### src/include/pmbc_pkg.sv
// Package with constants and types of the power mode and brown-out control
package pmbc_pkg;
	localparam int SYS_CLK_MHZ = 200;
	localparam int WAKE_TIMER_CYCLES = 1024;
	localparam int RESET_PULSE_CYCLES = 4;
	localparam int IDLE_RAM_BLOCK_CYCLES = 2;
	localparam int MIN_REENTRY_NS = 4000;
	localparam int MIN_REENTRY_CYCLES =
		(MIN_REENTRY_NS * SYS_CLK_MHZ + 999) / 1000;
	localparam logic [2:0] CLK_DIV_NORMAL = 3'h0;
	localparam logic [1:0] OSC_SEL_LOW_POWER_RC = 2'h2;
	localparam logic [1:0] SEL_LEVEL_RESET = 2'h0;
	localparam int NUM_EXT_IRQ = 4;
	localparam logic [3:0] EXT_IRQ_RESET = 4'h0;
	localparam logic [3:0] EXT_MODE_RESET = 4'h0;

	typedef enum logic [2:0] {
		PMBC_NORMAL,
		PMBC_IDLE,
		PMBC_POWERDOWN,
		PMBC_WAKE_TIMING,
		PMBC_RESET_HOLD
	} pmbc_state_t;
endpackage

### src/rtl/pmbc_sync.sv
// Two-flop synchroniser, one per bit
`timescale 1ns/1ps
module pmbc_sync #(
	parameter int WIDTH = 1
) (
	// Clock and reset
	input  wire logic             sys_clk,
	input  wire logic             rst,
	// Data
	input  wire logic [WIDTH-1:0] async_in,
	output logic      [WIDTH-1:0] sync_out
);
	logic [WIDTH-1:0] stage_one;

	always_ff @(posedge sys_clk) begin
		if (rst) begin
			stage_one <= '0;
			sync_out  <= '0;
		end else begin
			stage_one <= async_in;
			sync_out  <= stage_one;
		end
	end
endmodule // pmbc_sync

### src/rtl/pmbc_wake_timer.sv
// Wake-up timer that counts to full after oscillator restart
`timescale 1ns/1ps
module pmbc_wake_timer #(
	parameter int COUNT = pmbc_pkg::WAKE_TIMER_CYCLES
) (
	// Clock and reset
	input  wire logic sys_clk,
	input  wire logic rst,
	// Control
	input  wire logic start,
	output logic      full
);
	localparam int CW = $clog2(COUNT + 1);
	localparam logic [CW-1:0] LAST = CW'(COUNT - 1);

	logic [CW-1:0] count;
	logic          running;
	logic [CW-1:0] next_count;
	logic          next_running;
	logic          next_full;

	always_comb begin
		next_count   = count;
		next_running = running;
		next_full    = 1'b0;
		if (start) begin
			next_count   = '0;
			next_running = 1'b1;
		end else if (running) begin
			if (count == LAST) begin
				next_running = 1'b0;
				next_full    = 1'b1;
			end else begin
				next_count = count + CW'(1);
			end
		end
	end

	always_ff @(posedge sys_clk) begin
		if (rst) begin
			count   <= '0;
			running <= 1'b0;
			full    <= 1'b0;
		end else begin
			count   <= next_count;
			running <= next_running;
			full    <= next_full;
		end
	end
endmodule // pmbc_wake_timer

### src/rtl/pmbc_power_control.sv
// Power mode sequencer with brown-out monitor flags and wake control
`timescale 1ns/1ps
// Overview of operation
// - Fixed monitor plus selectable monitor with a two-bit level choice.
// - Fixed trip sets its flag; both enables raise interrupt in normal/idle.
// - Selectable monitor same; its interrupt also wakes power-down if kept.
// - Fixed trip with reset enable resets system and sets flag.
// - Selectable reset likewise; in power-down only when monitor is kept.
// - Non-zero divider field lowers CPU speed; zero keeps normal speed.
// - Source select may pick low-power RC; divided gives slowest clock.
// - Non-stop watchdog overflow in power-down sets flag and wakes.
// - Kept monitor trip in power-down sets flag and wakes.
// - Idle request stops CPU clock, state and ports kept.
// - Peripherals keep running in idle; counter array, watchdog if set.
// - Enabled interrupt or reset ends idle; handler runs at once.
// - Power-down request stops oscillator and flash; RAM retained.
// - Power-down ends only on the listed wake sources.
// - In power-down, edge triggers act as matching level triggers.
// - Interrupt wake restarts oscillator, counts timer, then frees clock.
// - Reset-pin rise wakes; timer runs; execution starts at reset low.
// - Reset ending idle blocks RAM access for two cycles, not ports.
// - Enabled keypad match wakes like an interrupt, then its handler.
// - Device clears idle and power-down requests on mode exit.
// - Flags clear only by writing one; zero has no effect.
module pmbc_power_control #(
	parameter int WAKE_COUNT  = pmbc_pkg::WAKE_TIMER_CYCLES,
	parameter int NUM_EXT_IRQ = pmbc_pkg::NUM_EXT_IRQ
) (
	// Clock and reset
	input  wire logic                   sys_clk,
	input  wire logic                   rst,
	// Detector trips from analogue comparators (asynchronous)
	input  wire logic                   fixed_monitor_trip,
	input  wire logic                   selectable_monitor_trip,
	// Configuration from the CPU
	input  wire logic [1:0]             selectable_level_select,
	input  wire logic                   selectable_monitor_enable,
	input  wire logic                   system_flag_irq_enable,
	input  wire logic                   fixed_monitor_irq_enable,
	input  wire logic                   selectable_monitor_irq_enable,
	input  wire logic                   keep_monitor_in_powerdown,
	input  wire logic                   fixed_monitor_reset_enable,
	input  wire logic                   selectable_monitor_reset_enable,
	input  wire logic [2:0]             system_clock_divider_select,
	input  wire logic [1:0]             oscillator_source_select,
	input  wire logic                   nonstop_watchdog_enable,
	input  wire logic                   watchdog_enable,
	input  wire logic                   watchdog_reset_enable,
	input  wire logic                   counter_array_idle_run,
	input  wire logic                   watchdog_idle_run,
	// Mode requests and flag clears (one-cycle pulses)
	input  wire logic                   idle_request_set,
	input  wire logic                   idle_request_clear,
	input  wire logic                   powerdown_request_set,
	input  wire logic                   powerdown_request_clear,
	input  wire logic                   fixed_flag_clear,
	input  wire logic                   selectable_flag_clear,
	input  wire logic                   watchdog_flag_clear,
	input  wire logic                   ext_reset_flag_clear,
	// Wake sources
	input  wire logic                   watchdog_overflow,
	input  wire logic [NUM_EXT_IRQ-1:0] ext_irq_pin_n,
	input  wire logic [NUM_EXT_IRQ-1:0] ext_irq_enable,
	input  wire logic [NUM_EXT_IRQ-1:0] ext_irq_edge_mode,
	input  wire logic [NUM_EXT_IRQ-1:0] ext_irq_active_high,
	input  wire logic                   keypad_match,
	input  wire logic                   keypad_irq_enable,
	input  wire logic                   usb_wake,
	input  wire logic                   usb_wake_enable,
	input  wire logic                   reset_pin,
	input  wire logic                   cpu_irq_pending,
	// Mode and status outputs
	output logic                        idle_request_bit,
	output logic                        powerdown_request_bit,
	output logic                        fixed_monitor_flag,
	output logic                        selectable_monitor_flag,
	output logic                        watchdog_overflow_flag,
	output logic                        ext_reset_flag,
	output logic                        system_flag_irq,
	output logic                        system_reset,
	output logic                        cpu_clock_enable,
	output logic                        oscillator_enable,
	output logic                        flash_power_enable,
	output logic                        ram_access_block,
	output logic                        slow_mode_active,
	output logic                        sub_clock_active,
	output logic                        peripheral_run,
	output logic                        counter_array_run,
	output logic                        watchdog_run,
	output logic                        selectable_monitor_active,
	output logic [1:0]                  selectable_level,
	output logic                        wake_irq_pending,
	output logic                        reentry_ok
);
	localparam int RC = pmbc_pkg::RESET_PULSE_CYCLES;
	localparam int MR = pmbc_pkg::MIN_REENTRY_CYCLES;
	localparam int BR = pmbc_pkg::IDLE_RAM_BLOCK_CYCLES;

	// Synchronised pin inputs
	logic                   fixed_trip_s;
	logic                   sel_trip_s;
	logic                   reset_pin_s;
	logic [NUM_EXT_IRQ-1:0] ext_pin_s;
	logic                   keypad_s;
	logic                   usb_s;

	pmbc_sync #(.WIDTH(NUM_EXT_IRQ + 5)) u_sync (
		.sys_clk  (sys_clk),
		.rst      (rst),
		.async_in ({fixed_monitor_trip, selectable_monitor_trip, reset_pin,
		            ext_irq_pin_n, keypad_match, usb_wake}),
		.sync_out ({fixed_trip_s, sel_trip_s, reset_pin_s, ext_pin_s,
		            keypad_s, usb_s})
	);

	// State
	pmbc_pkg::pmbc_state_t state;
	pmbc_pkg::pmbc_state_t next_state;
	logic       reset_pin_d;
	logic       fixed_trip_d;
	logic       sel_trip_d;
	logic       wake_by_reset;
	logic       next_wake_by_reset;
	logic [7:0] hold_count;
	logic [7:0] next_hold_count;
	logic [15:0] reentry_count;
	logic [15:0] next_reentry_count;
	logic [1:0] ram_block_count;
	logic [1:0] next_ram_block_count;
	logic       next_idle_req;
	logic       next_pd_req;
	logic       next_fixed_flag;
	logic       next_sel_flag;
	logic       next_wdt_flag;
	logic       next_ext_flag;
	logic       next_wake_irq;
	logic       timer_start;
	logic       timer_full;

	pmbc_wake_timer #(.COUNT(WAKE_COUNT)) u_wake_timer (
		.sys_clk (sys_clk),
		.rst     (rst),
		.start   (timer_start),
		.full    (timer_full)
	);

	// Event decode
	logic                   fixed_event;
	logic                   sel_event;
	logic                   reset_rise;
	logic                   in_pd;
	logic [NUM_EXT_IRQ-1:0] ext_level_hit;
	logic                   ext_wake;
	logic                   sel_wake;
	logic                   wdt_wake;
	logic                   irq_wake;
	logic                   fixed_irq;
	logic                   sel_irq;
	logic                   fixed_reset;
	logic                   sel_reset;
	logic                   wdt_reset;

	assign in_pd = (state == pmbc_pkg::PMBC_POWERDOWN);
	assign fixed_event = fixed_trip_s & ~fixed_trip_d & ~in_pd;
	assign sel_event = sel_trip_s & ~sel_trip_d & selectable_monitor_enable
		& (~in_pd | keep_monitor_in_powerdown);
	assign reset_rise = reset_pin_s & ~reset_pin_d;

	genvar gi;
	generate
		for (gi = 0; gi < NUM_EXT_IRQ; gi++) begin : g_ext
			// Edge trigger taken as level while powered down
			assign ext_level_hit[gi] = ext_irq_enable[gi] & (ext_irq_active_high[gi]
				? ext_pin_s[gi] : ~ext_pin_s[gi]);
		end
	endgenerate

	assign ext_wake = |ext_level_hit;
	assign fixed_irq = fixed_monitor_flag & system_flag_irq_enable
		& fixed_monitor_irq_enable;
	assign sel_irq = selectable_monitor_flag & system_flag_irq_enable
		& selectable_monitor_irq_enable;
	assign sel_wake = sel_event & keep_monitor_in_powerdown
		& ((system_flag_irq_enable & selectable_monitor_irq_enable)
		| selectable_monitor_reset_enable);
	assign wdt_wake = watchdog_overflow & watchdog_enable
		& nonstop_watchdog_enable;
	assign irq_wake = ext_wake | (keypad_s & keypad_irq_enable)
		| (usb_s & usb_wake_enable) | sel_wake | wdt_wake;
	assign fixed_reset = fixed_event & fixed_monitor_reset_enable;
	assign sel_reset = sel_event & selectable_monitor_reset_enable;
	assign wdt_reset = watchdog_overflow & watchdog_enable
		& watchdog_reset_enable & (~in_pd | nonstop_watchdog_enable);

	// Flags: set wins over clear, write-one clear only
	always_comb begin
		next_fixed_flag = fixed_event
			| (fixed_monitor_flag & ~fixed_flag_clear);
		next_sel_flag = sel_event
			| (selectable_monitor_flag & ~selectable_flag_clear);
		next_wdt_flag = (watchdog_overflow & watchdog_enable
			& (~in_pd | nonstop_watchdog_enable))
			| (watchdog_overflow_flag & ~watchdog_flag_clear);
		next_ext_flag = reset_rise
			| (ext_reset_flag & ~ext_reset_flag_clear);
	end

	// Mode sequencer
	always_comb begin
		next_state           = state;
		next_wake_by_reset   = wake_by_reset;
		next_hold_count      = hold_count;
		next_idle_req        = idle_request_bit;
		next_pd_req          = powerdown_request_bit;
		next_wake_irq        = wake_irq_pending & ~cpu_irq_pending;
		next_ram_block_count = (ram_block_count != 2'h0)
			? ram_block_count - 2'h1 : 2'h0;
		next_reentry_count   = (reentry_count != 16'h0)
			? reentry_count - 16'h1 : 16'h0;
		timer_start          = 1'b0;
		unique case (state)
			pmbc_pkg::PMBC_NORMAL: begin
				if (idle_request_clear)
					next_idle_req = 1'b0;
				if (powerdown_request_clear)
					next_pd_req = 1'b0;
				if (powerdown_request_set) begin
					next_pd_req = 1'b1;
					next_state  = pmbc_pkg::PMBC_POWERDOWN;
				end else if (idle_request_set) begin
					next_idle_req = 1'b1;
					next_state    = pmbc_pkg::PMBC_IDLE;
				end
			end
			pmbc_pkg::PMBC_IDLE: begin
				if (reset_rise | fixed_reset | sel_reset | wdt_reset) begin
					next_idle_req        = 1'b0;
					next_ram_block_count = 2'(BR);
					next_hold_count      = 8'(RC);
					next_state           = pmbc_pkg::PMBC_RESET_HOLD;
				end else if (cpu_irq_pending | fixed_irq | sel_irq) begin
					next_idle_req = 1'b0;
					next_state    = pmbc_pkg::PMBC_NORMAL;
				end
			end
			pmbc_pkg::PMBC_POWERDOWN: begin
				if (reset_rise | (sel_event & selectable_monitor_reset_enable)
					| wdt_reset) begin
					next_wake_by_reset = 1'b1;
					timer_start        = 1'b1;
					next_pd_req        = 1'b0;
					next_state         = pmbc_pkg::PMBC_WAKE_TIMING;
				end else if (irq_wake) begin
					next_wake_by_reset = 1'b0;
					timer_start        = 1'b1;
					next_pd_req        = 1'b0;
					next_state         = pmbc_pkg::PMBC_WAKE_TIMING;
				end
			end
			pmbc_pkg::PMBC_WAKE_TIMING: begin
				if (timer_full) begin
					next_reentry_count = 16'(MR);
					if (wake_by_reset) begin
						next_hold_count = 8'(RC);
						next_state      = pmbc_pkg::PMBC_RESET_HOLD;
					end else begin
						next_wake_irq = 1'b1;
						next_state    = pmbc_pkg::PMBC_NORMAL;
					end
				end
			end
			pmbc_pkg::PMBC_RESET_HOLD: begin
				if (hold_count != 8'h0)
					next_hold_count = hold_count - 8'h1;
				else if (~reset_pin_s) begin
					next_reentry_count = 16'(MR);
					next_state         = pmbc_pkg::PMBC_NORMAL;
				end
			end
		endcase
		if (state != pmbc_pkg::PMBC_RESET_HOLD && state != pmbc_pkg::PMBC_IDLE
			&& (fixed_reset | ((state == pmbc_pkg::PMBC_NORMAL)
			& (sel_reset | wdt_reset | reset_rise)))) begin
			next_hold_count = 8'(RC);
			next_idle_req   = 1'b0;
			next_pd_req     = 1'b0;
			next_state      = pmbc_pkg::PMBC_RESET_HOLD;
		end
	end

	always_ff @(posedge sys_clk) begin
		if (rst) begin
			state                   <= pmbc_pkg::PMBC_NORMAL;
			reset_pin_d             <= 1'b0;
			fixed_trip_d            <= 1'b0;
			sel_trip_d              <= 1'b0;
			wake_by_reset           <= 1'b0;
			hold_count              <= 8'h0;
			reentry_count           <= 16'(MR);
			ram_block_count         <= 2'h0;
			idle_request_bit        <= 1'b0;
			powerdown_request_bit   <= 1'b0;
			fixed_monitor_flag      <= 1'b0;
			selectable_monitor_flag <= 1'b0;
			watchdog_overflow_flag  <= 1'b0;
			ext_reset_flag          <= 1'b0;
			wake_irq_pending        <= 1'b0;
		end else begin
			state                   <= next_state;
			reset_pin_d             <= reset_pin_s;
			fixed_trip_d            <= fixed_trip_s;
			sel_trip_d              <= sel_trip_s;
			wake_by_reset           <= next_wake_by_reset;
			hold_count              <= next_hold_count;
			reentry_count           <= next_reentry_count;
			ram_block_count         <= next_ram_block_count;
			idle_request_bit        <= next_idle_req;
			powerdown_request_bit   <= next_pd_req;
			fixed_monitor_flag      <= next_fixed_flag;
			selectable_monitor_flag <= next_sel_flag;
			watchdog_overflow_flag  <= next_wdt_flag;
			ext_reset_flag          <= next_ext_flag;
			wake_irq_pending        <= next_wake_irq;
		end
	end

	// Mode outputs
	assign system_flag_irq = (fixed_irq | sel_irq)
		& (state == pmbc_pkg::PMBC_NORMAL | state == pmbc_pkg::PMBC_IDLE
		| (in_pd & keep_monitor_in_powerdown));
	assign system_reset = (state == pmbc_pkg::PMBC_RESET_HOLD);
	assign cpu_clock_enable = (state == pmbc_pkg::PMBC_NORMAL);
	assign oscillator_enable = ~in_pd;
	assign flash_power_enable = ~in_pd;
	assign ram_access_block = (ram_block_count != 2'h0);
	assign slow_mode_active =
		(system_clock_divider_select != pmbc_pkg::CLK_DIV_NORMAL);
	assign sub_clock_active =
		(oscillator_source_select == pmbc_pkg::OSC_SEL_LOW_POWER_RC);
	assign peripheral_run = ~in_pd & (state != pmbc_pkg::PMBC_WAKE_TIMING);
	assign counter_array_run = cpu_clock_enable
		| ((state == pmbc_pkg::PMBC_IDLE) & counter_array_idle_run);
	assign watchdog_run = watchdog_enable & (cpu_clock_enable
		| ((state == pmbc_pkg::PMBC_IDLE) & watchdog_idle_run)
		| (in_pd & nonstop_watchdog_enable));
	assign selectable_monitor_active = selectable_monitor_enable
		& (~in_pd | keep_monitor_in_powerdown);
	assign selectable_level = selectable_level_select;
	assign reentry_ok = (reentry_count == 16'h0);
endmodule // pmbc_power_control

### config.mk
export PLATFORM = sky130hd
export DESIGN_NAME = pmbc_power_control
export DESIGN_NICKNAME = d
export VERILOG_FILES = /design/src/include/pmbc_pkg.sv /design/src/rtl/pmbc_sync.sv /design/src/rtl/pmbc_wake_timer.sv /design/src/rtl/pmbc_power_control.sv
export SDC_FILE = /design/constraint.sdc
export NUM_CORES = 1
export LEC_CHECK = 0
export ABC_AREA = 1
export BUFFER_PORTS_ARGS = -buffer_cell sky130_fd_sc_hd__buf_2
export CAP_MARGIN = 0
export CORE_ASPECT_RATIO = 0.7
export CORE_UTILIZATION = 49
export CTS_CLUSTER_SIZE = 10
export DETAILED_ROUTE_END_ITERATION = 8
export GPL_TIMING_DRIVEN = 0
export PLACE_DENSITY_LB_ADDON = 0.2
export SLEW_MARGIN = 20
export SYNTH_ARGS = -nofsm -noshare
export SYNTH_HDL_FRONTEND = slang
export SYNTH_SLANG_ARGS = --single-unit
### constraint.sdc
create_clock -name sys_clk -period 1.7 [get_ports sys_clk]
set_input_delay 0.17 -clock sys_clk [delete_from_list [all_inputs] [get_ports sys_clk]]
set_output_delay 0.17 -clock sys_clk [all_outputs]
set_load 0.01 [all_outputs]
## After elaboration in Yosys (flattened, before gate mapping)

Cells that the tools add are included.

- $add $sub $neg: 4
- Bitwise logic cells: 82
- Reductions and logical operators: 25
- Equality and inequality tests: 28
- Mux-type cells: 52

Operators by type and width:

| kind | count |
|---|---|
| 2-to-1 mux 16 bit | 4 |
| AND 1 bit | 40 |
| 2-to-1 mux 3 bit | 12 |
| 2-to-1 mux 8 bit | 4 |
| case mux 16 bit (2 select lines) | 1 |
| bitwise OR 1 bit | 27 |
| 2-to-1 mux 1 bit | 24 |
| case mux 8 bit (3 select lines) | 1 |
| inequality test 3 bit (second input constant) | 7 |
| logical NOT 16 bit | 1 |
| nonzero test 16 bit | 1 |
| subtractor 16 x 1 -> 16 bit (second input constant) | 1 |
| NOT 1 bit | 15 |
| case mux 3 bit (5 select lines) | 1 |
| AND reduction 6 bit | 2 |
| adder 11 x 1 -> 11 bit (second input constant) | 1 |
| == test 11 x 10 -> 1 bit (second input constant) | 1 |
| AND reduction 5 bit | 2 |
| inequality test 3 x 1 -> 1 bit (second input constant) | 3 |
| inequality test 3 x 2 -> 1 bit (second input constant) | 3 |
| inequality test 2 bit (second input constant) | 4 |
| nonzero test 2 bit | 4 |
| nonzero test 8 bit | 1 |
| subtractor 8 x 1 -> 8 bit (second input constant) | 1 |
| 20 further kinds | 30 |

- Output and inout port bits: 22
- Logic and storage cells: 213
- Flip-flop bits (word level): 71
- Input bits: 54

## Longest topological paths before layout

Gate-level depths: netlist (run 1).

- Depth in word-level cells: 12
- Gate-level depth with buffers: 12
- Depth with buffers taken out: 12

## Cells and area by module

From an unflattened synthesis (run 1), not the netlist that was laid out.

- Cell total of the unflattened synthesis: 498
- Area total of the unflattened synthesis: 3420.8 µm²

Modules (own cells, without submodules):

| module | area an instance (µm²) | instances | cells an instance |
|---|---|---|---|
| pmbc_power_control | 2247.2 | 1 | 350 |
| pmbc_wake_timer | 651.9 | 1 | 92 |
| pmbc_sync | 521.8 | 1 | 56 |

## Worst setup path after synthesis (run 1)

No wires, ideal clock.

- Kind: reg-to-reg
- Start: register hold_count[0]
- End: register reentry_count[12]
- Clock period less this slack: 1.579 ns
- Library setup time: 0.116 ns
- Slack: 0.121 ns
- Cell stages (with the launch flop): 13
- Arrival time: 1.463 ns
- Path buffers: 1
- Path through: dfxtp_1 inv_1 ha_1 inv_1 nor3_1 nand3_1 inv_1 nand2_1 nand2_1 o211ai_1 nand2_1 buf_4 nor2_1

- Word-level cells in the longest chain between the ends: 3

RTL lines:

| element | RTL line | source |
|---|---|---|
| start, declared | pmbc_power_control.sv:124 | `logic [7:0] hold_count;` |
| start signal, assigned | pmbc_power_control.sv:314 | `hold_count <= next_hold_count;` |
| nonzero test 8 bit | pmbc_power_control.sv:273 | `if (hold_count != 8'h0)` |
| 2-to-1 mux 16 bit | pmbc_power_control.sv:273 |  |
| case mux 16 bit (2 select lines) | pmbc_power_control.sv:221 | `unique case (state)` |
| end signal, assigned | pmbc_power_control.sv:299 | `reentry_count <= 16'(MR);` |
| end signal, assigned | pmbc_power_control.sv:315 | `reentry_count <= next_reentry_count;` |
| end, declared | pmbc_power_control.sv:126 | `logic [15:0] reentry_count;` |

No other way between the ends.
A chain may end at the register's enable or synchronous reset.

## Worst setup path after layout (run 1)

- Start: register reentry_count[12]
- End: output reentry_ok

- Word-level cells in the longest chain between the ends: 1

RTL lines:

| element | RTL line | source |
|---|---|---|
| logical NOT 16 bit | pmbc_power_control.sv:349 | `assign reentry_ok = (reentry_count == 16'h0);` |
| end, declared | pmbc_power_control.sv:93 | `output logic reentry_ok` |

No other way between the ends.

==> results of run 1 <==
## kinds of logic after synthesis
| group | Yosys count | share of synthesized area, % |
|---|---|---|
| flops | 71 | 40.04 |
| buf+inv | 102 | 11.46 |
| simple gates | 255 | 33.27 |
| xor+xnor | 22 | 5.428 |
| fa+ha+maj | 4 | 1.410 |
| compound gates | 48 | 8.389 |
## area by class of cell
cell class | instances | area, um2
fillers | 612 | 2376
inverters | 92 | 350.3
multi-input cells | 331 | 1839
clock buffers | 13 | 148.9
flip-flops and latches | 71 | 1439
clock inverters | 3 | 42.54
plain buffers | 10 | 65.06
repair buffers | 87 | 503.0
well taps | 94 | 117.6
## power groups by stage
| stage | clock, uW | sequential, uW | combinational [uW] |
|---|---|---|---|
| 2_1_floorplan | 0 | 2090 | 1740 |
| 3_3_place_gp | 0 | 2110 | 2260 |
| 3_5_place_dp | 0 | 2120 | 2300 |
| 4_1_cts | 1380 | 2100 | 2410 |
| 5_1_grt | 1450 | 2160 | 3090 |
| 6_report | 1350 | 2130 | 2790 |
## what timing repair did
item	in CTS	in global routing
cloned	1	2
resized for setup	19	34
pin swaps	6	13
setup endpoints to repair	28	40
buffers inserted	4	14
hold buffers	0	0
## path summary, 6_finish.rpt
check | end | startpoint | depth (start not counted)
setup / recovery | reentry_ok | reentry_count[12]$_SDFF_PP0_ | 4
hold reg to reg | u_sync.sync_out[1]$_SDFF_PP0_ | u_sync.stage_one[1]$_SDFF_PP0_ | 2
setup reg to reg | reentry_count[11]$_SDFF_PP0_ | hold_count[0]$_SDFFE_PP0P_ | 12
hold / removal | u_sync.stage_one[8]$_SDFF_PP0_ | fixed_monitor_trip | 3
## worst reg2reg max path, stage by stage (launching register included)
cell and delay, ns:
dfxtp_2 0.34, inv_2 0.08, ha_4 0.13, inv_1 0.07, nor3_2 0.16, nand3_2 0.13, inv_2 0.11, nand2_2 0.06
nand2_1 0.06, o211ai_1 0.10, nand2_2 0.13, buf_4 0.14, nor3_1 0.04
## layer usage
layer	track usage (%)	up-vias	routed length (um)
met4	10.95	0	161
li1	-	1763	-
met2	37.51	75	3968
met3	4.732	13	460
met5	0	-	0
met1	29.50	1567	4012
## layout by cell type (no fill, tap or decap), types with 2 or more instances in the layout
cell type  instances
nor2_2             8
nand2_4            2
buf_6              4
nand2_1           81
o21ai_1            2
o21ai_0            7
xnor2_1            7
dfxtp_2            8
nor4_1             2
nand3b_1           2
inv_2             11
nand2_2           12
o211ai_1           2
o22ai_1            2
nand3_2            6
dfxtp_4            2
a21oi_1           19
ha_2               2
nand4_1           10
dfxtp_1           61
a21oi_2           12
buf_2             69
nor3_1             8
inv_1             79
nand3_1           29
nor2_4             2
xor2_1            15
nor3_2             3
nor2_1            81
or2_2              3
inv_4              2
clkbuf_8          10
clkbuf_1           7
buf_4             19
## cells in the mapped netlist (2+ instances only)
master / count
a21oi_2: 8
nor3_2: 2
nand3_2: 3
nand2_1: 87
nand3_1: 32
nor4_1: 2
dfxtp_1: 71
o21ai_0: 7
nand3b_1: 2
nor2_4: 2
nor2_1: 88
or2_2: 3
o211ai_1: 2
a21oi_1: 23
inv_1: 87
inv_2: 5
xnor2_1: 7
clkbuf_1: 4
nor3_1: 9
xor2_1: 15
nand2_2: 5
o21ai_1: 2
ha_1: 4
buf_4: 4
nand4_1: 10
o22ai_1: 2
nand2_4: 2
## sequential cells by signal (all words and copies together) (netlist names)
| register | count |
|---|---|
| state | 3 |
| u_wake_timer.running | 1 |
| u_sync.stage_one | 9 |
| powerdown_request_bit | 1 |
| hold_count | 8 |
| fixed_trip_d | 1 |
| u_sync.sync_out | 9 |
| wake_by_reset | 1 |
| selectable_monitor_flag | 1 |
| wake_irq_pending | 1 |
| ram_block_count | 2 |
| fixed_monitor_flag | 1 |
| ext_reset_flag | 1 |
| u_wake_timer.full | 1 |
| u_wake_timer.count | 11 |
| sel_trip_d | 1 |
| watchdog_overflow_flag | 1 |
| reentry_count | 16 |
| idle_request_bit | 1 |
| reset_pin_d | 1 |
## through the flow
step | instance area [um2] | TNS, ns | power (uW) | hold slack (ns) | utilization, %
after floorplan | 3550 | 0 | 3830 | 0.2770 | -
after global placement | 4008 | -2.526 | 4370 | 0.3707 | 58.24
after detailed placement | 4008 | -2.897 | 4423 | 0.3770 | 58.24
after CTS | 4285 | 0 | 5893 | 0.001530 | 62.27
after global routing | 4506 | -0.9782 | 6697 | 0.01792 | 65.47
final | 4506 | -0.01845 | 6278 | 0.01392 | 65.47
==> impl_metrics.tcl, run 1 <==
set metrics [dict create \
    outcome "finished with violations" \
    violations "negative setup slack" \
    min_period_over_period_pct 101.1 \
    min_period_ns 1.718 \
    slowest_delay_ns 0.34 \
    powerDensity_mw_per_mm2 1393 \
    reg2reg_slack_ns 0.04 \
    swShare_pct 40.48 \
    dp_slack_ns -0.1885 \
    skew_ns 0.008011 \
    yosys_most_used_dff "dfxtp_1" \
    finalWeightedCongestion 0.8645 \
    ys_types 41 \
    dieArea_mm2 0.007594 \
    synth_edf_count 0 \
    hold_class "in -> reg" \
    crit_path_top_delay_cell "dfxtp_1" \
    grt.overflow.total 0 \
    synthTopCellsByArea "dfxtp_1, nor2_1, inv_1" \
    synth_nets 560 \
    ios 76 \
    totalWireLength_mm 8.602 \
    cts_buffer_depth 2 \
    cts_tree "done" \
    hold_viol_final 0 \
    fmax_mhz 581.9 \
    maxSlewViolCount 0 \
    setup-violations-final 1 \
    cp_max_fo 3 \
    ys_async_sr_fraction_pct 0 \
    cts_max_level 3 \
    syn_avg_cell_area_um2 7.071 \
    core_area_mm2 0.006882 \
    syn-cell-area_mm2 0.003550 \
    wl_per_cell_um 12.27 \
    start_util_pct 51.58 \
    hpwl_mm 5.889 \
    path_clk_slew_ns 0.08 \
    critPathRequiredTime_ns 1.53 \
    clock_latency_ns 0.35 \
    ant_nets 0 \
    ir_drop_v 0.0005858 \
    track_usage_pct 22.94 \
    die_h_um 73.21 \
    grt_pass1_wl_mm 13.71 \
    crit_path_end_kind "output port" \
    syn_to_final_growth_pct 26.93 \
    drt_iter0_markers 99 \
    path_class "reg -> out" \
    nets 660 \
    dpl.cell_count 664 \
    fin_ws_ns -0.01845 \
    leakage_uw 0.002135 \
    via_per_inst 4.876 \
    combPwrFrac_pct 44.5 \
    max-slew-margin-rel_pct 60.16 \
    setup.worst_path.start_class "flip-flop" \
    cp_top_family "simple AND/OR/NAND/NOR gates" \
    io_buffers 68 \
    fin_cells 701 \
    crit_buf_inv 1 \
    crit_arrival_ns 1.55 \
    clkSinkCount 71 \
    fp.dieW_um 103.7 \
    grt_pass1_vias 3106 \
    drv_cap 0 \
    cts-root-buf "clkbuf_8" \
    seq_power_share_pct 33.9 \
    worst_pin_slew_ns 0.5977 \
    cp_cell_sequence "nor2_2 > nand2_1 > nor4_4 > buf_2" \
    drive_above_1_share_pct 30.64 \
    netlist_instances 502 \
    p_int_uw 3737 \
    yosys_warnings 0 \
    antenna_found_initial 0 \
    seq_area_frac_synth_pct 40.04 \
    yosys.area.top_type "dfxtp_1" \
    rsz0062_at_grt "true" \
    p_sw_uw 2541 \
    dr.pass1.iters 4 \
    p_clk_share_pct 21.6 \
    rows 25 \
    synth_top_area_share_pct 40.04 \
    drc 0 \
    route.vias.total 3418 \
    ys_ff_latch 71 \
    cts_buffers 9 \
    antenna-diode-count 0 \
    grt_max_degree 12 \
]
Power figures use the tool's default switching activity.
==> run 2, diff against run 1 <==
--- a/config.mk
+++ b/config.mk
@@ -9,7 +9,7 @@
 export BUFFER_PORTS_ARGS = -buffer_cell sky130_fd_sc_hd__buf_2
 export CAP_MARGIN = 0
 export CORE_ASPECT_RATIO = 0.7
-export CORE_UTILIZATION = 49
+export CORE_UTILIZATION = 59
 export CTS_CLUSTER_SIZE = 10
 export DETAILED_ROUTE_END_ITERATION = 8
 export GPL_TIMING_DRIVEN = 0
==> constraint.sdc (replaced) <==
create_clock -name sys_clk -period 2.1 [get_ports sys_clk]
set_input_delay 0.21 -clock sys_clk [delete_from_list [all_inputs] [get_ports sys_clk]]
set_output_delay 0.21 -clock sys_clk [all_outputs]
set_load 0.01 [all_outputs]
==> run 2 against run 1 <==
The flow now finishes without violations. Critical path depth grew 5. Combinational power shrank 33%. Sequential share of layout area grew 2.1 points. Setup slack gained 0.21 ns. Sequential power shrank 21%. Global-route usage grew 3.5 points. Largest cell class unchanged. Highest routed layer unchanged.
==> impl_metrics.tcl, run 2 (synthesis results as in run 1) <==
set metrics [dict create \
    outcome "completed" \
    min_period_over_period_pct 90.80 \
    final_cell_mix "nor2_1, inv_1, nand2_1, dfxtp_1, buf_2" \
    drive_above_1_share_pct 21.33 \
    r2r-end "hold_count[1]$_SDFFE_PP0P_" \
    worst_pin_slew_ns 0.5317 \
    use_met1_pct 33.36 \
    p_int_uw 2753 \
    clkSinkCount 71 \
    wl_per_cell_um 11.56 \
    crit_arrival_ns 2.15 \
    layout_commonest_cell "nor2_1" \
    drt_iter0_markers 138 \
    core_area_mm2 0.005756 \
    fmax_mhz 524.4 \
    critPathLaunch "state[2]$_SDFFE_PP0P_" \
    critPathRequiredTime_ns 2.35 \
    r2r_cells 9 \
    min_period_ns 1.907 \
    fin_ws_ns 0.1931 \
    io_buffers 68 \
    cts_resized 0 \
    holdWs_ns 0.05260 \
    syn_to_final_growth_pct 17.55 \
    setup-violations-final 0 \
    max-slew-margin-rel_pct 64.55 \
    grt_pass1_vias 2953 \
    grt_max_degree 13 \
    reg2reg_from "state[2]$_SDFFE_PP0P_" \
    hold_class "in -> reg" \
    ant_nets 0 \
    fp.dieW_um 94.71 \
    endpoint "hold_count[1]$_SDFFE_PP0P_" \
    route.vias.total 3268 \
    totalWireLength_mm 7.640 \
    nets 639 \
    ir_drop_v 0.0006103 \
    cts_tree "done" \
    top_regs "reentry_count (16), u_wake_timer.count (11)" \
    crit_buf_inv 2 \
    dp_slack_ns 0.2207 \
    path_class "reg -> reg" \
    cp_top_family "simple AND/OR/NAND/NOR gates" \
    path_clk_slew_ns 0.08 \
    fin_cells 661 \
    top_register "reentry_count" \
    setup.worst_path.start_class "flip-flop" \
    start_util_pct 61.67 \
    finalWeightedCongestion 0.8652 \
    grt.overflow.total 0 \
    post_cts_buffers 0 \
    leakage_uw 0.002022 \
    rsz0062_at_grt "false" \
    via_per_inst 4.944 \
    dieArea_mm2 0.006336 \
    dpl.cell_count 645 \
    crit_path_top_delay_cell "dfxtp_1" \
    antenna-diode-count 0 \
    cts_max_level 3 \
    grt_pass1_wl_mm 12.65 \
    cts_buffers 9 \
    use_met3_pct 7.877 \
    largest_reg_flops 16 \
    maxSlewViolCount 0 \
    dr.pass1.iters 4 \
    die_h_um 66.90 \
    powerDensity_mw_per_mm2 1112 \
    rows 23 \
    seq_power_share_pct 36.4 \
    fin_tns_setup_ns 0 \
    p_clk_share_pct 23.0 \
    reg2reg_slack_ns 0.19 \
    critical_path_depth 9 \
    hold_viol_final 0 \
    drv_cap 0 \
    cts_buffer_depth 2 \
    cp_max_fo 7 \
    hpwl_mm 5.937 \
    ctsHoldBuffers 0 \
    combPwrFrac_pct 40.6 \
    globalRoute.busiestLayer "met2" \
    track_usage_pct 26.43 \
    grtUsageMet2_pct 43.08 \
    swShare_pct 40.67 \
    finish.utilization_pct 72.50 \
    crit_path_end_kind "flip-flop" \
    drc 0 \
    ios 76 \
    cp_cell_sequence "nor2_4 > nand2_1 > nand4_1 > a21oi_1 > nand2_1 > inv_2 > nor2_8 > inv_2 > nor2_1" \
    clock_latency_ns 0.35 \
    skew_ns 0.007407 \
    slowest_delay_ns 0.44 \
    cts-root-buf "clkbuf_8" \
    antenna_found_initial 0 \
    p_sw_uw 1887 \
]
run 2: cell count changes in the layout (fill, tap and decap cells not counted), moves of 4 or more:
| cell | previous run | this run |
|---|---|---|
| a21oi_2 | 12 | 8 |
| nand2_2 | 12 | 5 |
| dfxtp_1 | 61 | 71 |
| nor2_1 | 81 | 88 |
| buf_4 | 19 | 4 |
| inv_1 | 79 | 87 |
| nand2_1 | 81 | 87 |
| a21oi_1 | 19 | 23 |
| inv_2 | 11 | 5 |
| nor2_2 | 8 | 1 |
| dfxtp_2 | 8 | 0 |
run 2: per-layer routing:
layer	up-vias	wire, um
met5	-	0
met4	0	102
met2	87	3455
li1	1713	-
met1	1459	3680
met3	9	402
run 2: worst min path at each step:
stage                     slack [ns]  depth (start not counted)                        endpoint                            from
after floorplan                 0.32                          2  u_sync.stage_one[0]$_SDFF_PP0_                        usb_wake
after global placement          0.39                          2   u_sync.sync_out[0]$_SDFF_PP0_  u_sync.stage_one[0]$_SDFF_PP0_
after detailed placement        0.40                          2   u_sync.sync_out[8]$_SDFF_PP0_  u_sync.stage_one[8]$_SDFF_PP0_
after CTS                       0.05                          3  u_sync.stage_one[2]$_SDFF_PP0_                ext_irq_pin_n[0]
after global routing            0.05                          3  u_sync.stage_one[5]$_SDFF_PP0_                ext_irq_pin_n[3]
final                           0.05                          3  u_sync.stage_one[2]$_SDFF_PP0_                ext_irq_pin_n[0]
run 2: tightest hold or removal path: stages:
cell and delay (ns):
buf_2 0.07, inv_1 0.03, nor2_1 0.06
run 2: cell type report:
type / count / area, um2
inverter: 92 / 345.3
clock inverter: 6 / 61.31
buffer: 10 / 61.31
clock buffer: 10 / 127.6
fill: 467 / 1583
sequential: 71 / 1421
tap: 75 / 93.84
timing repair buffer: 68 / 340.3
multi-input combinational: 329 / 1722
run 2: power by group through the flow:
stage / logic, uW / clock network (uW) / registers (uW)
detailed placement: 1860 / 0 / 1710
floorplan: 1410 / 0 / 1690
finish: 1880 / 1070 / 1690
global placement: 1810 / 0 / 1710
global route: 2120 / 1150 / 1710
CTS: 1880 / 1090 / 1680
run 2: stage by stage:
stage	cell area (um2)	total power [uW]
floorplan	3550	3100
global placement	3984	3515
detailed placement	3984	3578
CTS	4173	4653
global route	4173	4971
finish	4173	4640
==> run 3, diff against run 2 <==
--- a/config.mk
+++ b/config.mk
@@ -5,15 +5,14 @@
 export SDC_FILE = /design/constraint.sdc
 export NUM_CORES = 1
 export LEC_CHECK = 0
-export ABC_AREA = 1
 export BUFFER_PORTS_ARGS = -buffer_cell sky130_fd_sc_hd__buf_2
 export CAP_MARGIN = 0
 export CORE_ASPECT_RATIO = 0.7
-export CORE_UTILIZATION = 59
+export CORE_UTILIZATION = 57
 export CTS_CLUSTER_SIZE = 10
 export DETAILED_ROUTE_END_ITERATION = 8
 export GPL_TIMING_DRIVEN = 0
-export PLACE_DENSITY_LB_ADDON = 0.2
+export PLACE_DENSITY = 0.91
 export SLEW_MARGIN = 20
 export SYNTH_ARGS = -nofsm -noshare
 export SYNTH_HDL_FRONTEND = slang
==> run 3 against run 2 <==
The flow now finishes with violations (negative setup slack). Routed wire length rose by 13%. Highest routed layer unchanged. Final cell count fell by 19%. Largest cell class unchanged. Core utilization rose by 4.1 points. Largest power group unchanged.
==> impl_metrics.tcl, run 3 <==
set metrics [dict create \
    synth_nets 423 \
    synthTopCellsByArea "dfxtp_1, xnor2_1, nor2b_1" \
    dr.pass1.iters 7 \
    largest_reg_flops 16 \
    holdPathStages 2 \
    setup-violations-final 10 \
    antenna-diode-count 0 \
    cts_buffer_depth 2 \
    maxSlewViolCount 0 \
    min_period_over_period_pct 104.2 \
    syn_to_final_growth_pct 27.69 \
    grt.overflow.total 0 \
    final_cell_mix "buf_2, dfxtp_1, nor2_1, nand2_1, nor2b_1" \
    yosys_warnings 0 \
    layout_commonest_cell "buf_2" \
    fin_tns_setup_ns -0.3444 \
    powerDensity_mw_per_mm2 1167 \
    ios 76 \
    grt_pass1_wl_mm 13.79 \
    io_buffers 69 \
    totalWireLength_mm 8.670 \
    rsz0062_at_grt "true" \
    ir_drop_v 0.0006583 \
    synthMostInstantiatedCell "dfxtp_1" \
    r2r_cells 5 \
    seq_power_share_pct 37.6 \
    reg2reg_slack_ns -0.08 \
    worst_pin_slew_ns 0.6052 \
    hpwl_mm 5.510 \
    cts_max_level 3 \
    via_per_inst 5.932 \
    drt_iter0_markers 273 \
    route.vias.total 3162 \
    ys_ff_latch 71 \
    clock_latency_ns 0.36 \
    p_sw_uw 1937 \
    crit_arrival_ns 1.98 \
    p_total_uw 4748 \
    top_regs "reentry_count (16), u_wake_timer.count (11)" \
    rows 22 \
    path_clk_slew_ns 0.09 \
    fin_ws_ns -0.08912 \
    yosys.area.top_type "dfxtp_1" \
    top_register "reentry_count" \
    cts_tree "done" \
    clkSinkCount 71 \
    finish.utilization_pct 76.57 \
    dieArea_mm2 0.005896 \
    synth_top_area_share_pct 44.62 \
    p_clk_share_pct 22.0 \
    die_h_um 64.55 \
    hold_viol_final 0 \
    start_util_pct 59.96 \
    fp.dieW_um 91.35 \
    nets 514 \
    setup.worst_path.start_class "flip-flop" \
    finalWeightedCongestion 0.8810 \
    ant_nets 0 \
    seq_area_frac_synth_pct 44.62 \
    max-slew-margin-rel_pct 59.65 \
    drv_cap 0 \
    hold_class "in -> reg" \
    grt_pass1_vias 2965 \
    p_int_uw 2811 \
    core_area_mm2 0.005313 \
    syn-cell-area_mm2 0.003186 \
    combPwrFrac_pct 40.4 \
    track_usage_pct 30.53 \
    cts_buffers 9 \
    skew_ns 0.01016 \
    yosys_most_used_dff "dfxtp_1" \
    path_class "reg -> out" \
    ys_top_cells_by_count "dfxtp_1, nor2_1, nor2b_1, nand2_1, nor3_1" \
    ys_types 55 \
    synth_edf_count 0 \
    cts-root-buf "clkbuf_8" \
    drc 0 \
    crit_path_end_kind "output port" \
    grt_max_degree 15 \
    min_period_ns 2.189 \
    antenna_found_initial 0 \
    swShare_pct 40.80 \
    ys_async_sr_fraction_pct 0 \
    violations "negative setup slack" \
    leakage_uw 0.001591 \
    netlist_instances 365 \
    cp_max_fo 2 \
    ctsHoldBuffers 0 \
    syn_avg_cell_area_um2 8.728 \
    wl_per_cell_um 16.27 \
    outcome "finished with violations" \
    fmax_mhz 456.8 \
    drive_above_1_share_pct 31.89 \
    critPathRequiredTime_ns 1.89 \
]
## run 3: changes by cell type after synthesis, moves of 8 or more
cell      before  now
a21oi_2        8    0
nand3_1       32    8
xnor2_1        7   21
nand4_1       10    2
nor2b_1        0   26
xor2_1        15    5
nor3_1         9   24
nor2_1        88   38
or3_1          1    9
nand2b_1       0    9
nand2_1       87   25
inv_1         87   14
## run 3: layer usage
layer  wire length [um]  track usage [%]  vias up
met2               4005            49.15      199
li1                   -                -     1472
met3                857            8.451       53
met1               3425            37.00     1438
met5                  0                0        -
met4                382            17.86        0
## run 3: worst paths after layout
check / start / to
max: reentry_count[9]$_SDFF_PP1_ / reentry_ok
min: ext_irq_pin_n[3] / u_sync.stage_one[5]$_SDFF_PP0_
max reg2reg: hold_count[3]$_SDFFE_PP0P_ / state[1]$_SDFFE_PP0P_
min reg2reg: u_sync.stage_one[8]$_SDFF_PP0_ / u_sync.sync_out[8]$_SDFF_PP0_
## run 3: critical path: stages, from the launching register on
cell and delay (ns):
dfxtp_2 0.33, or4_4 0.54, or4_4 0.45, nor3_4 0.14
buf_2 0.15
## run 3: what timing repair did
item / 4_1_cts / 5_1_grt
buffers inserted: 9 / 4
endpoints found under the setup margin: 31 / 39
gates resized for setup: 25 / 28
cloned: 1 / 0
pin swaps: 6 / 7
## run 3: area by class of cell
class	instances	area, um2
plain buffers	13	73.82
clock buffers	10	137.6
clock inverters	6	50.05
fillers	355	1245
inverters	14	52.55
multi-input cells	265	1787
flip-flops and latches	71	1426
well taps	72	90.09
repair buffers	82	450.4
## run 3: power by group through the flow
stage / Sequential [uW] / Clock (uW) / Combinational [uW]
floorplan: 1730 / 0 / 1210
global placement: 1750 / 0 / 1570
detailed placement: 1760 / 0 / 1630
CTS: 1740 / 1050 / 1800
global route: 1810 / 1110 / 2110
finish: 1790 / 1050 / 1920
## run 3: cells by family (layout without fill, tap and decap cells)
group	after synthesis	after routing	synth area share, %
simple gates	169	169	28.16
flops	71	71	44.62
compound gates	65	65	14.14
buf+inv	29	125	4.045
xor+xnor	26	26	7.149
fa+ha+maj	4	4	1.571
mux	1	1	0.3142
## run 3: per-stage QoR
| step | hold WS, ns | cell area [um2] | std cells | setup WS (ns) |
|---|---|---|---|---|
| 3_5_place_dp | 0.4239 | 3631 | 506 | -0.1875 |
| 3_3_place_gp | 0.4156 | 3631 | 506 | -0.1410 |
| 2_1_floorplan | 0.3382 | 3196 | 365 | 0.01351 |
| 4_1_cts | 0.04946 | 3990 | 532 | -0.1407 |
| 6_report | 0.05540 | 4068 | 533 | -0.08912 |
| 5_1_grt | 0.04792 | 4068 | 533 | -0.1158 |
